<file path="src/core_regs_pkg.sv">
// Shared types and constants for the core register set
package core_regs_pkg;

   // ==========================================
   // Widths
   localparam int NIBBLE_W = 4;
   localparam int PAIR_W = 8;
   localparam int PAGE_OFS_W = 3;
   localparam int PC_W = 14;
   localparam int DP_W = 10;
   localparam int STACK_DEPTH = 8;
   localparam int PTR_W = 3;

   // ==========================================
   // Reset values
   localparam logic [PTR_W-1:0] PTR_RESET = 3'h7;
   localparam logic [NIBBLE_W-1:0] ACC_RESET = 4'h0;
   localparam logic [NIBBLE_W-1:0] AUX_RESET = 4'h0;
   localparam logic CARRY_RESET = 1'b0;
   localparam logic SKIP_RESET = 1'b0;

   // ==========================================
   // Operations issued by the sequencer
   typedef enum logic [4:0] {
      OP_NOP,
      OP_LOAD_ACC,
      OP_LOAD_AUX,
      OP_XCH_AUX,
      OP_ADD_IMM,
      OP_ADD_MEM,
      OP_ADD_MEM_CARRY,
      OP_AND_MEM,
      OP_OR_MEM,
      OP_CMP_MEM,
      OP_BIT_SET,
      OP_BIT_CLR,
      OP_BIT_TEST,
      OP_ROTATE_RIGHT,
      OP_SET_CARRY,
      OP_RESET_CARRY,
      OP_PAIR_FROM_AB,
      OP_PAIR_TO_AB,
      OP_LOAD_PAGE_OFS,
      OP_POINTER_TO_ACC,
      OP_CALL,
      OP_TABLE_FETCH,
      OP_RETURN,
      OP_INT_ENTRY,
      OP_INT_RETURN,
      OP_SKIP_SET,
      OP_SKIP_CLEAR
   } op_t;

   typedef struct packed {
      op_t op;
      logic [NIBBLE_W-1:0] operand;
      logic [1:0] bit_sel;
      logic [PC_W-1:0] pc;
      logic [DP_W-1:0] dp;
   } cmd_t;

   typedef struct packed {
      logic [DP_W-1:0] dp;
      logic carry;
      logic skip;
      logic [NIBBLE_W-1:0] acc;
      logic [NIBBLE_W-1:0] aux;
   } context_t;

   typedef struct packed {
      logic [NIBBLE_W-1:0] acc;
      logic [NIBBLE_W-1:0] aux;
      logic carry;
      logic skip;
      logic [PAIR_W-1:0] pair;
      logic [PAGE_OFS_W-1:0] page_ofs;
      logic [PTR_W-1:0] nesting_pointer;
      logic [6:0] table_addr;
   } view_t;

endpackage : core_regs_pkg

</file>
<file path="src/return_stack.sv">
// Eight-entry return-address stack with wrapping nesting pointer
`timescale 1ns/1ps
module return_stack #(
   parameter int DEPTH = core_regs_pkg::STACK_DEPTH,
   parameter int ADDR_W = core_regs_pkg::PC_W
) (
   input wire logic core_clk,
   input wire logic srst,
   input wire logic ce,
   input wire logic push,
   input wire logic pop,
   input wire logic [ADDR_W-1:0] push_addr,
   output logic [ADDR_W-1:0] top_addr,
   output logic [core_regs_pkg::PTR_W-1:0] nesting_pointer
);
   import core_regs_pkg::*;

   logic [ADDR_W-1:0] entry_reg [DEPTH];
   logic [ADDR_W-1:0] entry_next [DEPTH];
   logic [PTR_W-1:0] ptr_reg;
   logic [PTR_W-1:0] ptr_next;

   // ==========================================
   // Next state
   always_comb begin
      entry_next = entry_reg;
      ptr_next = ptr_reg;
      if (push) begin
         // Overflow silently overwrites the oldest entry
         ptr_next = ptr_reg + 3'h1; // RULE_15
         entry_next[ptr_next] = push_addr; // RULE_12
      end else if (pop) begin
         ptr_next = ptr_reg - 3'h1; // RULE_24
      end
   end

   // ==========================================
   // Registers
   always_ff @(posedge core_clk) begin
      if (srst) begin
         ptr_reg <= PTR_RESET; // RULE_22
      end else if (ce) begin
         ptr_reg <= ptr_next; // RULE_16
      end
   end

   // Entries have no reset; contents are only meaningful once pushed
   always_ff @(posedge core_clk) begin
      if (ce) begin
         entry_reg <= entry_next; // RULE_13
      end
   end

   assign top_addr = entry_reg[ptr_reg]; // RULE_24
   assign nesting_pointer = ptr_reg;

endmodule : return_stack

</file>
<file path="src/cpu_core_register_set.sv">
// Programmer-visible register set of the 4-bit core
`timescale 1ns/1ps

// Overview of operation
// RULE_01 - ALU: 4-bit add, compare, AND, OR, bit ops
// RULE_02 - Accumulator is 4-bit operand and result holder
// RULE_03 - Add with carry sets carry on overflow
// RULE_04 - Plain adds leave carry unchanged
// RULE_05 - Rotate right moves bit 0 into carry
// RULE_06 - Set and reset carry force 1 and 0
// RULE_07 - Auxiliary nibble: temp storage, upper half pair
// RULE_08 - Pair loads from and to aux:acc
// RULE_09 - Software initialises pair register after reset
// RULE_10 - Page offset with acc forms 7-bit address
// RULE_11 - Software loads page offset after reset
// RULE_12 - Interrupt, call, table fetch push PC
// RULE_13 - Stack holds eight identical entries
// RULE_14 - Software keeps combined nesting within eight
// RULE_15 - Ninth push overwrites silently, no error
// RULE_16 - 3-bit pointer tracks pushes and pops
// RULE_17 - Transfer copies nesting pointer to accumulator
// RULE_18 - Interrupt entry saves DP, carry, skip, acc, aux
// RULE_19 - Only interrupt entry writes context save
// RULE_20 - Skip flag decides skipping of next instruction
// RULE_21 - Skip flag saved on interrupt entry
// RULE_22 - Pointer reads 7 after reset, wraps
// RULE_23 - Interrupt return restores context and pops PC
// RULE_24 - Return pops entry then decrements pointer
module cpu_core_register_set (
   input wire logic core_clk,
   input wire logic srst,
   input wire logic ce,
   input wire core_regs_pkg::cmd_t cmd,
   input wire logic [core_regs_pkg::NIBBLE_W-1:0] mem_data,
   output core_regs_pkg::view_t view,
   output logic [core_regs_pkg::DP_W-1:0] restored_dp,
   output logic restored_dp_valid,
   output logic [core_regs_pkg::PC_W-1:0] return_pc,
   output logic return_valid,
   output logic skip_next
);
   import core_regs_pkg::*;

   // ==========================================
   // Functions
   function automatic logic [NIBBLE_W:0] add_nibble(input logic [NIBBLE_W-1:0] a,
                                                   input logic [NIBBLE_W-1:0] b,
                                                   input logic cin);
      add_nibble = {1'b0, a} + {1'b0, b} + {4'h0, cin}; // RULE_01
   endfunction : add_nibble

   function automatic logic [NIBBLE_W-1:0] bit_mask(input logic [1:0] sel);
      bit_mask = 4'h1 << sel;
   endfunction : bit_mask

   // ==========================================
   // State
   logic [NIBBLE_W-1:0] acc_reg, acc_next;
   logic [NIBBLE_W-1:0] aux_reg, aux_next;
   logic carry_reg, carry_next;
   logic skip_reg, skip_next_state;
   logic [PAIR_W-1:0] pair_reg, pair_next;
   logic [PAGE_OFS_W-1:0] page_ofs_reg, page_ofs_next;
   context_t ctx_reg, ctx_next;
   logic [DP_W-1:0] rdp_reg, rdp_next;
   logic rdp_valid_reg, rdp_valid_next;
   logic [PC_W-1:0] rpc_reg, rpc_next;
   logic rpc_valid_reg, rpc_valid_next;

   logic [NIBBLE_W:0] sum;
   logic push;
   logic pop;
   logic [PC_W-1:0] stack_top;
   logic [PTR_W-1:0] nesting_pointer;

   // ==========================================
   // Return stack
   assign push = (cmd.op == OP_CALL) || (cmd.op == OP_TABLE_FETCH) || (cmd.op == OP_INT_ENTRY); // RULE_12
   assign pop = (cmd.op == OP_RETURN) || (cmd.op == OP_INT_RETURN); // RULE_24

   return_stack #(
      .DEPTH(STACK_DEPTH),
      .ADDR_W(PC_W)
   ) u_stack (
      .core_clk(core_clk),
      .srst(srst),
      .ce(ce),
      .push(push),
      .pop(pop),
      .push_addr(cmd.pc),
      .top_addr(stack_top),
      .nesting_pointer(nesting_pointer)
   );

   // ==========================================
   // Datapath next state
   always_comb begin
      acc_next = acc_reg;
      aux_next = aux_reg;
      carry_next = carry_reg;
      skip_next_state = skip_reg;
      sum = add_nibble(acc_reg, (cmd.op == OP_ADD_IMM) ? cmd.operand : mem_data,
                       (cmd.op == OP_ADD_MEM_CARRY) ? carry_reg : 1'b0);
      // A skip is consumed by the next instruction other than OP_NOP
      if (cmd.op != OP_NOP) begin
         skip_next_state = 1'b0;
      end
      unique case (cmd.op)
         OP_NOP: begin
         end
         OP_LOAD_ACC: begin
            acc_next = cmd.operand; // RULE_02
         end
         OP_LOAD_AUX: begin
            aux_next = acc_reg; // RULE_07
         end
         OP_XCH_AUX: begin
            acc_next = aux_reg; // RULE_02
            aux_next = acc_reg;
         end
         OP_ADD_IMM, OP_ADD_MEM: begin
            acc_next = sum[NIBBLE_W-1:0]; // RULE_04
         end
         OP_ADD_MEM_CARRY: begin
            acc_next = sum[NIBBLE_W-1:0];
            carry_next = sum[NIBBLE_W]; // RULE_03
         end
         OP_AND_MEM: begin
            acc_next = acc_reg & mem_data; // RULE_01
         end
         OP_OR_MEM: begin
            acc_next = acc_reg | mem_data; // RULE_01
         end
         OP_CMP_MEM: begin
            skip_next_state = (acc_reg == mem_data); // RULE_20
         end
         OP_BIT_SET: begin
            acc_next = acc_reg | bit_mask(cmd.bit_sel); // RULE_01
         end
         OP_BIT_CLR: begin
            acc_next = acc_reg & ~bit_mask(cmd.bit_sel);
         end
         OP_BIT_TEST: begin
            skip_next_state = |(acc_reg & bit_mask(cmd.bit_sel)); // RULE_20
         end
         OP_ROTATE_RIGHT: begin
            acc_next = {carry_reg, acc_reg[NIBBLE_W-1:1]};
            carry_next = acc_reg[0]; // RULE_05
         end
         OP_SET_CARRY: begin
            carry_next = 1'b1; // RULE_06
         end
         OP_RESET_CARRY: begin
            carry_next = 1'b0; // RULE_06
         end
         OP_PAIR_TO_AB: begin
            aux_next = pair_reg[PAIR_W-1:NIBBLE_W]; // RULE_08
            acc_next = pair_reg[NIBBLE_W-1:0];
         end
         OP_POINTER_TO_ACC: begin
            acc_next = {1'b0, nesting_pointer}; // RULE_17
         end
         OP_PAIR_FROM_AB, OP_LOAD_PAGE_OFS, OP_CALL, OP_TABLE_FETCH, OP_RETURN: begin
            // Their state lives in the pair, context and return blocks
         end
         OP_INT_ENTRY: begin
            skip_next_state = 1'b0;
         end
         OP_INT_RETURN: begin
            acc_next = ctx_reg.acc; // RULE_23
            aux_next = ctx_reg.aux;
            carry_next = ctx_reg.carry;
            skip_next_state = ctx_reg.skip;
         end
         OP_SKIP_SET: begin
            skip_next_state = 1'b1; // RULE_20
         end
         OP_SKIP_CLEAR: begin
            skip_next_state = 1'b0;
         end
         default: begin
         end
      endcase
   end

   // ==========================================
   // Registers
   always_ff @(posedge core_clk) begin
      if (srst) begin
         acc_reg <= ACC_RESET;
         aux_reg <= AUX_RESET;
         carry_reg <= CARRY_RESET;
         skip_reg <= SKIP_RESET;
      end else if (ce) begin
         acc_reg <= acc_next;
         aux_reg <= aux_next;
         carry_reg <= carry_next;
         skip_reg <= skip_next_state;
      end
   end

   // ==========================================
   // Pair and page offset next state
   always_comb begin
      pair_next = pair_reg;
      page_ofs_next = page_ofs_reg;
      if (cmd.op == OP_PAIR_FROM_AB) begin
         pair_next = {aux_reg, acc_reg}; // RULE_08
      end
      if (cmd.op == OP_LOAD_PAGE_OFS) begin
         page_ofs_next = acc_reg[PAGE_OFS_W-1:0]; // RULE_10
      end
   end

   // Pair and page offset stay undefined after reset on purpose
   always_ff @(posedge core_clk) begin
      if (ce) begin
         pair_reg <= pair_next; // RULE_09
         page_ofs_reg <= page_ofs_next; // RULE_11
      end
   end

   // ==========================================
   // Context save and return next state
   // Kept apart so calls and table fetches cannot reach the save slot
   always_comb begin
      ctx_next = ctx_reg;
      rdp_next = rdp_reg;
      rdp_valid_next = 1'b0;
      rpc_next = rpc_reg;
      rpc_valid_next = 1'b0;
      if (cmd.op == OP_INT_ENTRY) begin
         ctx_next.dp = cmd.dp; // RULE_18
         ctx_next.carry = carry_reg;
         ctx_next.skip = skip_reg; // RULE_21
         ctx_next.acc = acc_reg;
         ctx_next.aux = aux_reg;
      end
      if (pop) begin
         rpc_next = stack_top; // RULE_24
         rpc_valid_next = 1'b1;
      end
      if (cmd.op == OP_INT_RETURN) begin
         rdp_next = ctx_reg.dp; // RULE_23
         rdp_valid_next = 1'b1;
      end
   end

   always_ff @(posedge core_clk) begin
      if (srst) begin
         ctx_reg <= '0;
         rdp_reg <= '0;
         rpc_reg <= '0;
         rdp_valid_reg <= 1'b0;
         rpc_valid_reg <= 1'b0;
      end else if (ce) begin
         ctx_reg <= ctx_next; // RULE_19
         rdp_reg <= rdp_next;
         rpc_reg <= rpc_next;
         rdp_valid_reg <= rdp_valid_next;
         rpc_valid_reg <= rpc_valid_next;
      end
   end

   // ==========================================
   // Outputs
   always_comb begin
      view.acc = acc_reg;
      view.aux = aux_reg;
      view.carry = carry_reg;
      view.skip = skip_reg;
      view.pair = pair_reg;
      view.page_ofs = page_ofs_reg;
      view.nesting_pointer = nesting_pointer;
      view.table_addr = {page_ofs_reg, acc_reg}; // RULE_10
   end

   assign restored_dp = rdp_reg;
   assign restored_dp_valid = rdp_valid_reg;
   assign return_pc = rpc_reg;
   assign return_valid = rpc_valid_reg;
   assign skip_next = skip_reg; // RULE_20

endmodule : cpu_core_register_set

</file>
<file path="config.mk">
export PLATFORM = sky130hd
export DESIGN_NAME = cpu_core_register_set
export DESIGN_NICKNAME = d
export VERILOG_FILES = /design/src/core_regs_pkg.sv /design/src/return_stack.sv /design/src/cpu_core_register_set.sv
export SDC_FILE = /design/constraint.sdc
export NUM_CORES = 1
export LEC_CHECK = 0
export BUFFER_PORTS_ARGS = -buffer_cell sky130_fd_sc_hd__buf_4
export CORE_UTILIZATION = 50
export CTS_CLUSTER_SIZE = 30
export DETAILED_ROUTE_END_ITERATION = 6
export GPL_ROUTABILITY_DRIVEN = 0
export HOLD_SLACK_MARGIN = 0.12
export PLACE_DENSITY = 0.71
export SLEW_MARGIN = 20
export SYNTH_ARGS = -nofsm -noshare
export SYNTH_HDL_FRONTEND = slang
export SYNTH_SLANG_ARGS = --single-unit
</file>
<file path="constraint.sdc">
create_clock -name core_clk -period 3.1 [get_ports core_clk]
set_input_delay 0.31 -clock core_clk [delete_from_list [all_inputs] [get_ports core_clk]]
set_output_delay 0.31 -clock core_clk [all_outputs]
set_load 0.01 [all_outputs]
</file>
==> results.sh, run 1 <==
export IMPL_overflow=0
export IMPL_syn_to_final_growth_pct=22.2
export IMPL_switchingPower_mw=1.17
export IMPL_grt_pass1_wl_um=28700
export IMPL_dp_cells=876
export IMPL_arrival_ns=2.92
export IMPL_nFillCells=1156
export IMPL_synth_top_area_cell="edfxtp_1"
export IMPL_pre_cts_slack_ns=0.0473
export IMPL_outcome="complete, no violations"
export IMPL_finClkSkew_ns=0.00814
export IMPL_setup_worst_path_end_class="flip-flop"
export IMPL_antenna_found_initial=0
export IMPL_cts_num_sinks=182
export IMPL_start_util=0.515
export IMPL_synth_edff_count=123
export IMPL_drtAntennaViolNets=0
export IMPL_crit_fanout=2
export IMPL_syn_nets=634
export IMPL_p_int_mw=3.83
export IMPL_wl_per_cell_um=19.3
export IMPL_portBuffers=99
export IMPL_clockBufferDepth=2
export IMPL_power_frac_seq=0.525
export IMPL_synth_most_common_cell="edfxtp_1"
export IMPL_clk_pin_slew_ns=0.07
export IMPL_syn_area_sq_um=7870
export IMPL_synth_async_sr_flop_share=0
export IMPL_synth_cell_types=55
export IMPL_die_w_um=127
export IMPL_io_pins=100
export IMPL_drt_total_wl_um=17900
export IMPL_wl_met1_um=7660
export IMPL_syn_inst=585
export IMPL_setup_viol=0
export IMPL_finalNetCount=753
export IMPL_drt_iter0_drc=654
export IMPL_worst_hold_path_type="in -> reg"
export IMPL_n_antenna_cell=0
export IMPL_met3_length_um=1110
export IMPL_clk_latency_ns=0.43
export IMPL_drcViolationCount=0
export IMPL_p_leak_nw=3.51
export IMPL_p_per_area_nw_per_um2=520
export IMPL_dieHeight_um=127
export IMPL_ctsResizeCount=0
export IMPL_hold_violations=0
export IMPL_synth_commonest_cells="123 x edfxtp_1, 62 x nand2_1, 59 x dfxtp_1"
export IMPL_finalCritPeriodShare=0.851
export IMPL_wl_met2_um=8670
export IMPL_drt_first_pass_iters=6
export IMPL_p_comb_frac=0.077
export IMPL_avgViaCountPerCell=5.67
export IMPL_core_sq_um=15300
export IMPL_htreeDepth=4
export IMPL_largest_reg_flops=112
export IMPL_cp_data_required_time_ns=3.38
export IMPL_clkPwrFrac=0.397
export IMPL_start_kind="input pin"
export IMPL_vdd_drop_max_v=0.000396
export IMPL_yosysWarnings=0
export IMPL_placementRows=45
export IMPL_synth_area_top_cells="edfxtp_1 47%, dfxtp_1 15%, mux4_2 8.3%, mux2i_1 3.9%, nand2_1 3.0%"
export IMPL_hold_ws_ns=0.136
export IMPL_setup_tns_ns=0
export IMPL_tightestPinTransition_ns=0.804
export IMPL_slew_headroom=0.459
export IMPL_grt_setup_unrepaired="false"
export IMPL_grt_pass1_vias=5316
export IMPL_p_total_mw=5.00
export IMPL_tritoncts="yes"
export IMPL_syn_area_per_cell_sq_um=13.4
export IMPL_synth_top_area_share=0.470
export IMPL_ys_flop_type="edfxtp_1"
export IMPL_grt_max_degree=61
export IMPL_cts_buffers=17
export IMPL_die_area_sq_um=16200
export IMPL_postLayoutSetupSlackWorst_ns=0.461
export IMPL_maxClockFrequency_mhz=379
export IMPL_ys_ff_latch=182
export IMPL_criticalPathCategory="in -> reg"
export IMPL_period_minus_slack_ns=2.64
export IMPL_drv_cap=0
export IMPL_cts_root_buffer="clkbuf_16"
export IMPL_swShare=0.234
export IMPL_ys_seq_area_frac=0.620
export IMPL_final_layout_size_suffix_gt1_frac=0.297
export IMPL_grt_usage=0.238
export IMPL_slew_viol_final=0
export IMPL_dp_hpwl_um=11700
export IMPL_via_count=5260
export IMPL_top_layer="met4"
export IMPL_fin_cells=928
repair_timing:
item	in CTS	in global routing
endpoints found under the setup margin	0	0
endpoints found under the hold margin	118	0
hold buffers	20	0
setup buffers	0	0
critical path, stage by stage:
cell,delay [ns]
buf_4,0.11
nor4_1,0.33
nand2_1,0.16
mux2_2,0.31
fa_1,0.42
fa_1,0.44
and3_1,0.17
o211ai_1,0.15
nand3_1,0.10
nor4_1,0.34
a2111oi_2,0.10
per-layer routing:
| metal | track usage | up-vias |
|---|---|---|
| met5 | 0 | - |
| met4 | 0.0959 | 0 |
| met3 | 0.0607 | 40 |
| met2 | 0.386 | 213 |
| met1 | 0.307 | 2593 |
| li1 | - | 2414 |
worst paths after layout:
kind	from	endpoint	slack, ns	cells past startpoint
setup / recovery	cmd[34]	acc_reg[1]	0.46	11
hold / removal	cmd[3]	ctx_reg[13]	0.14	3
setup reg to reg	carry_reg	acc_reg[1]	0.60	8
hold reg to reg	ctx_reg[12]	ctx_reg[12]	0.45	2
cell type report:
cell class | instances | area [sq um] | area share
clock buffers | 18 | 429 | 0.0446
clock inverters | 14 | 119 | 0.0124
inverters | 9 | 33.8 | 0.00351
multi-input cells | 346 | 2730 | 0.284
flip-flops and latches | 182 | 4880 | 0.507
well taps | 211 | 264 | 0.0275
repair buffers | 148 | 1160 | 0.121
metrics by stage:
stage	util	area [sq um]
after floorplan	-	7870
after global placement	0.581	8860
after detailed placement	0.581	8860
after CTS	0.630	9610
after global routing	0.630	9610
final	0.630	9610
cells in the final DEF, fill, tap and decap left out, types with 9 or more instances in the layout:
cell type / netlist / routed
buf_4: 13 / 128
edfxtp_1: 123 / 123
nand2_1: 62 / 62
dfxtp_1: 59 / 58
nor2_1: 45 / 45
a21oi_1: 36 / 36
mux2i_1: 31 / 31
mux4_2: 29 / 29
dlygate4sd3_1: 0 / 20
a211oi_1: 19 / 19
clkbuf_16: 0 / 17
inv_1: 9 / 9
nand2b_1: 9 / 9
nor3_2: 3 / 9
a22oi_1: 9 / 9
kinds of logic (layout without fill, tap and decap cells):
kind of cell / after synthesis / after routing / synth area share
compound gates: 93 / 93 / 0.0827
xor+xnor: 12 / 12 / 0.0134
fa+ha+maj: 7 / 7 / 0.0130
buf+inv: 57 / 189 / 0.0379
flops: 182 / 182 / 0.620
mux: 64 / 64 / 0.128
simple gates: 170 / 170 / 0.105
power groups by stage:
stage | logic (mW) | clock network, mW | registers, mW
6_report | 0.387 | 1.99 | 2.63
5_1_grt | 0.420 | 2.13 | 2.63
4_1_cts | 0.387 | 2.02 | 2.63
3_5_place_dp | 0.365 | 0 | 2.68
3_3_place_gp | 0.354 | 0 | 2.68
2_1_floorplan | 0.218 | 0 | 2.68
No activity file was read; power rests on OpenSTA's default activity.
==> run 2, diff against run 1 <==
--- a/config.mk
+++ b/config.mk
@@ -12,6 +12,7 @@
 export GPL_ROUTABILITY_DRIVEN = 0
 export HOLD_SLACK_MARGIN = 0.12
 export PLACE_DENSITY = 0.71
+export SKIP_LAST_GASP = 1
 export SLEW_MARGIN = 20
 export SYNTH_ARGS = -nofsm -noshare
 export SYNTH_HDL_FRONTEND = slang
==> constraint.sdc (replaced) <==
create_clock -name core_clk -period 3.1 [get_ports core_clk]
set_input_delay 0.465 -clock core_clk [delete_from_list [all_inputs] [get_ports core_clk]]
set_output_delay 0.465 -clock core_clk [all_outputs]
set_load 0.01 [all_outputs]
==> run 2 against run 1 <==
Combinational power down 8.3%. Power up 1.0%. Worst setup slack better by 0.048 ns. Highest routed layer unchanged. First-iteration DRC count down 35%. Utilization down 0.86 points. Cell count down 1.8%.
==> results.sh, run 2 (synthesis results as in run 1) <==
export IMPL_overflow=0
export IMPL_setup_worst_path_end_class="flip-flop"
export IMPL_die_w_um=127
export IMPL_grt_setup_unrepaired="false"
export IMPL_avgViaCountPerCell=5.78
export IMPL_dieHeight_um=127
export IMPL_setup_tns_ns=0
export IMPL_nFillCells=1173
export IMPL_final_layout_size_suffix_gt1_frac=0.314
export IMPL_htreeDepth=4
export IMPL_postCtsHoldBufs=0
export IMPL_cts_buffers=17
export IMPL_drcViolationCount=0
export IMPL_layout_common_cells="131 x buf_4, 123 x edfxtp_1, 62 x nand2_1, 58 x dfxtp_1, 45 x nor2_1"
export IMPL_drv_cap=0
export IMPL_start_util=0.515
export IMPL_syn_to_final_growth_pct=20.6
export IMPL_clkPwrFrac=0.408
export IMPL_period_minus_slack_ns=2.59
export IMPL_p_total_mw=5.05
export IMPL_drt_total_wl_um=17600
export IMPL_wl_per_cell_um=19.3
export IMPL_grt_pass1_vias=5220
export IMPL_drt_first_pass_iters=7
export IMPL_swShare=0.229
export IMPL_max_stage_delay_ns=0.52
export IMPL_dp_hpwl_um=11800
export IMPL_utilization=0.621
export IMPL_tritoncts="yes"
export IMPL_final_common_cell="buf_4"
export IMPL_grt_usage=0.230
export IMPL_arrival_ns=2.93
export IMPL_rrSetupSlack_ns=0.57
export IMPL_postLayoutSetupSlackWorst_ns=0.509
export IMPL_pre_cts_slack_ns=0.0710
export IMPL_crit_fanout=2
export IMPL_portBuffers=99
export IMPL_tightestPinTransition_ns=0.744
export IMPL_drtAntennaViolNets=0
export IMPL_cts_root_buffer="clkbuf_16"
export IMPL_cts_num_sinks=182
export IMPL_p_per_area_nw_per_um2=533
export IMPL_die_area_sq_um=16200
export IMPL_finalNetCount=736
export IMPL_p_int_mw=3.89
export IMPL_clk_latency_ns=0.43
export IMPL_p_comb_frac=0.070
export IMPL_regArea_sq_um=4880
export IMPL_via_count=5270
export IMPL_slew_viol_final=0
export IMPL_path_cells="buf_4 > inv_1 > nor4_2 > nand2_1 > mux2_2 > fa_2 > fa_2 > and3_1 > o211ai_1 > nand3_1 > nor4_2 > a2111oi_2"
export IMPL_p_leak_nw=3.47
export IMPL_placementRows=45
export IMPL_power_frac_seq=0.521
export IMPL_drt_iter0_drc=422
export IMPL_cp_data_required_time_ns=3.43
export IMPL_io_pins=100
export IMPL_cpMaxStageDelayCell="fa_2"
export IMPL_ctsResizeCount=0
export IMPL_grt_pass1_wl_um=27800
export IMPL_slew_headroom=0.504
export IMPL_setup_viol=0
export IMPL_outcome="complete, no violations"
export IMPL_grt_max_degree=61
export IMPL_worst_hold_path_type="in -> reg"
export IMPL_start_kind="input pin"
export IMPL_clockBufferDepth=2
export IMPL_core_sq_um=15300
export IMPL_finClkSkew_ns=0.00580
export IMPL_vdd_drop_max_v=0.000548
export IMPL_antenna_found_initial=0
export IMPL_hold_violations=0
export IMPL_switchingPower_mw=1.16
export IMPL_criticalPathCategory="in -> reg"
export IMPL_maxClockFrequency_mhz=386
export IMPL_clk_pin_slew_ns=0.07
export IMPL_multiInputGateArea_sq_um=2750
export IMPL_largest_reg_flops=112
export IMPL_post_cts_buffers=0
export IMPL_n_antenna_cell=0
export IMPL_finalCritPeriodShare=0.836
-- run 2: path summary, 6_finish.rpt --
check	startpoint	endpoint	cells after the start
worst max-delay path	cmd[32]	acc_reg[1]	12
worst min-delay path	cmd[12]	u_stack.entry_reg[16]	1
worst max register to register	carry_reg	acc_reg[1]	8
worst min register to register	ctx_reg[19]	ctx_reg[19]	2
-- run 2: metal layers --
| layer | wire [um] | vias to the layer above | global-route usage |
|---|---|---|---|
| met5 | 0 | - | 0 |
| met4 | 367 | 0 | 0.0931 |
| li1 | - | 2400 | - |
| met3 | 1090 | 33 | 0.0519 |
| met1 | 7430 | 2625 | 0.297 |
| met2 | 8680 | 212 | 0.379 |
-- run 2: critical path: cells and delay by family --
family	cells	cell delay [ns]
fa+ha+maj	2	0.90
simple gates	5	0.73
compound gates	2	0.38
mux	1	0.31
buf+inv	2	0.14
-- run 2: per-stage QoR --
stage,instances,hold slack (ns),cell area [sq um]
finish,911,0.266,9480
global route,911,0.248,9480
CTS,911,0.246,9480
detailed placement,879,0.452,8900
global placement,879,0.442,8900
floorplan,585,0.433,7880
-- run 2: area by class of cell --
type                       instances  share of cell area
clock buffer                      17              0.0449
clock inverter                    15              0.0160
inverter                           9             0.00356
multi-input combinational        346               0.290
sequential                       182               0.514
tap                              211              0.0278
timing repair buffer             131               0.104
-- run 2: power by group through the flow --
| stage | registers (mW) | logic, mW | clock network (mW) |
|---|---|---|---|
| after floorplan | 2.68 | 0.220 | 0 |
| after global placement | 2.68 | 0.347 | 0 |
| after detailed placement | 2.69 | 0.354 | 0 |
| after CTS | 2.63 | 0.356 | 2.10 |
| after global routing | 2.63 | 0.387 | 2.19 |
| final | 2.63 | 0.355 | 2.06 |
==> run 3, diff against run 2 <==
--- a/config.mk
+++ b/config.mk
@@ -11,7 +11,7 @@
 export DETAILED_ROUTE_END_ITERATION = 6
 export GPL_ROUTABILITY_DRIVEN = 0
 export HOLD_SLACK_MARGIN = 0.12
-export PLACE_DENSITY = 0.71
+export PLACE_DENSITY = 0.68
 export SKIP_LAST_GASP = 1
 export SLEW_MARGIN = 20
 export SYNTH_ARGS = -nofsm -noshare
==> constraint.sdc (replaced) <==
create_clock -name core_clk -period 2.7 [get_ports core_clk]
set_input_delay 0.405 -clock core_clk [delete_from_list [all_inputs] [get_ports core_clk]]
set_output_delay 0.405 -clock core_clk [all_outputs]
set_load 0.01 [all_outputs]
==> run 3 against run 2 <==
Worst setup slack got worse by 0.30 ns. Non-clock buffer count increased by 9. Largest cell class unchanged. Critical path depth unchanged. Clock skew increased by 0.0063 ns. First-iteration DRC count decreased by 15%. Count of clock-buffer cells in the layout increased by 5. Die area unchanged. Sequential share of layout area decreased by 0.54 points. Clock power increased by 18%. Final area increased by 1.1%. Utilization increased by 0.66 points. Sequential power increased by 14%.
==> results.sh, run 3 (synthesis results as in run 1) <==
export IMPL_path_cells="buf_4 > inv_4 > nor4_4 > nand2_2 > mux2_4 > fa_2 > fa_2 > and3_1 > o211ai_1 > nand3_1 > nor4_2 > a2111oi_2"
export IMPL_cp_top_family="simple AND/OR/NAND/NOR gates"
export IMPL_portBuffers=99
export IMPL_grt_usage=0.229
export IMPL_grt_setup_unrepaired="false"
export IMPL_tritoncts="yes"
export IMPL_grt_max_degree=61
export IMPL_finalCritPeriodShare=0.924
export IMPL_cts_root_buffer="clkbuf_16"
export IMPL_hold_ws_ns=0.208
export IMPL_cts_buffers=17
export IMPL_clockBufferDepth=2
export IMPL_worst_hold_path_type="in -> reg"
export IMPL_vdd_drop_max_v=0.000623
export IMPL_dp_hpwl_um=11900
export IMPL_antenna_found_initial=0
export IMPL_finClkSkew_ns=0.0121
export IMPL_slew_headroom=0.429
export IMPL_via_count=5288
export IMPL_clk_pin_slew_ns=0.07
export IMPL_post_cts_buffers=0
export IMPL_drcViolationCount=0
export IMPL_largest_reg_flops=112
export IMPL_htreeDepth=4
export IMPL_ctsResizeCount=0
export IMPL_p_leak_nw=3.52
export IMPL_arrival_ns=2.77
export IMPL_postCtsHoldBufs=0
export IMPL_hold_violations=0
export IMPL_final_common_cell="buf_4"
export IMPL_die_w_um=127
export IMPL_start_util=0.515
export IMPL_maxClockFrequency_mhz=401
export IMPL_core_sq_um=15300
export IMPL_p_per_area_nw_per_um2=614
export IMPL_die_area_sq_um=16200
export IMPL_io_pins=100
export IMPL_syn_to_final_growth_pct=21.8
export IMPL_crit_path_frequent_cell="fa_2"
export IMPL_clk_latency_ns=0.43
export IMPL_drt_total_wl_um=17700
export IMPL_crit_fanout=2
export IMPL_overflow=0
export IMPL_layout_common_cells="140 x buf_4, 123 x edfxtp_1, 61 x nand2_1, 58 x dfxtp_1, 45 x nor2_1"
export IMPL_cts_num_sinks=182
export IMPL_cp_data_required_time_ns=2.98
export IMPL_final_layout_size_suffix_gt1_frac=0.323
export IMPL_period_minus_slack_ns=2.50
export IMPL_tightestPinTransition_ns=0.848
export IMPL_grt_pass1_wl_um=27700
export IMPL_dieHeight_um=127
export IMPL_placementRows=45
export IMPL_slew_viol_final=0
export IMPL_drt_iter0_drc=359
export IMPL_cpMaxStageDelayCell="fa_2"
export IMPL_max_stage_delay_ns=0.42
export IMPL_n_antenna_cell=0
export IMPL_setup_worst_path_end_class="flip-flop"
export IMPL_drt_first_pass_iters=5
export IMPL_start_kind="input pin"
export IMPL_outcome="complete, no violations"
export IMPL_grt_pass1_vias=5141
export IMPL_utilization=0.628
export IMPL_wl_per_cell_um=19.2
export IMPL_drtAntennaViolNets=0
export IMPL_criticalPathCategory="in -> reg"
export IMPL_finalNetCount=745
export IMPL_drv_cap=0
export IMPL_avgViaCountPerCell=5.75
export IMPL_setup_viol=0
export IMPL_cp_buffers_inverters=2
[run 3: metrics by stage]
| stage | area [sq um] | power, mW | TNS [ns] | cells | worst slack, ns |
|---|---|---|---|---|---|
| global route | 9580 | 6.08 | 0 | 920 | 0.0431 |
| global placement | 8990 | 3.50 | -0.299 | 888 | -0.152 |
| detailed placement | 8990 | 3.51 | -0.504 | 888 | -0.223 |
| CTS | 9580 | 5.93 | 0 | 920 | 0.239 |
| floorplan | 7940 | 3.34 | -0.280 | 585 | -0.161 |
| finish | 9580 | 5.88 | 0 | 920 | 0.205 |
[run 3: power by group]
part           switching (mW)  total [mW]  internal [mW]  leakage (nW)
Combinational           0.245       0.442          0.197          1.65
Sequential             0.0195        3.01           2.99          1.59
Clock                    1.01        2.43           1.42         0.284
[run 3: layer usage]
layer / wire length [um] / GRT usage / vias to the layer above
li1: - / - / 2409
met1: 7360 / 0.298 / 2609
met2: 8810 / 0.383 / 241
met3: 1240 / 0.0490 / 29
met4: 294 / 0.0735 / 0
met5: 0 / 0 / -
[run 3: area by class of cell]
type / count / area [sq um]
multi-input cells: 346 / 2770
clock inverters: 10 / 123
fillers: 1151 / 5680
clock buffers: 22 / 464
flip-flops and latches: 182 / 4880
repair buffers: 140 / 1050
well taps: 211 / 264
inverters: 9 / 36.3
[run 3: final timing paths]
path | startpoint | to | slack, ns | depth (start not counted)
setup reg to reg | carry_reg | acc_reg[1] | 0.27 | 9
hold / removal | cmd[21] | u_stack.entry_reg[53] | 0.21 | 1
hold reg to reg | ctx_reg[10] | ctx_reg[10] | 0.46 | 2
setup / recovery | cmd[32] | acc_reg[1] | 0.20 | 12
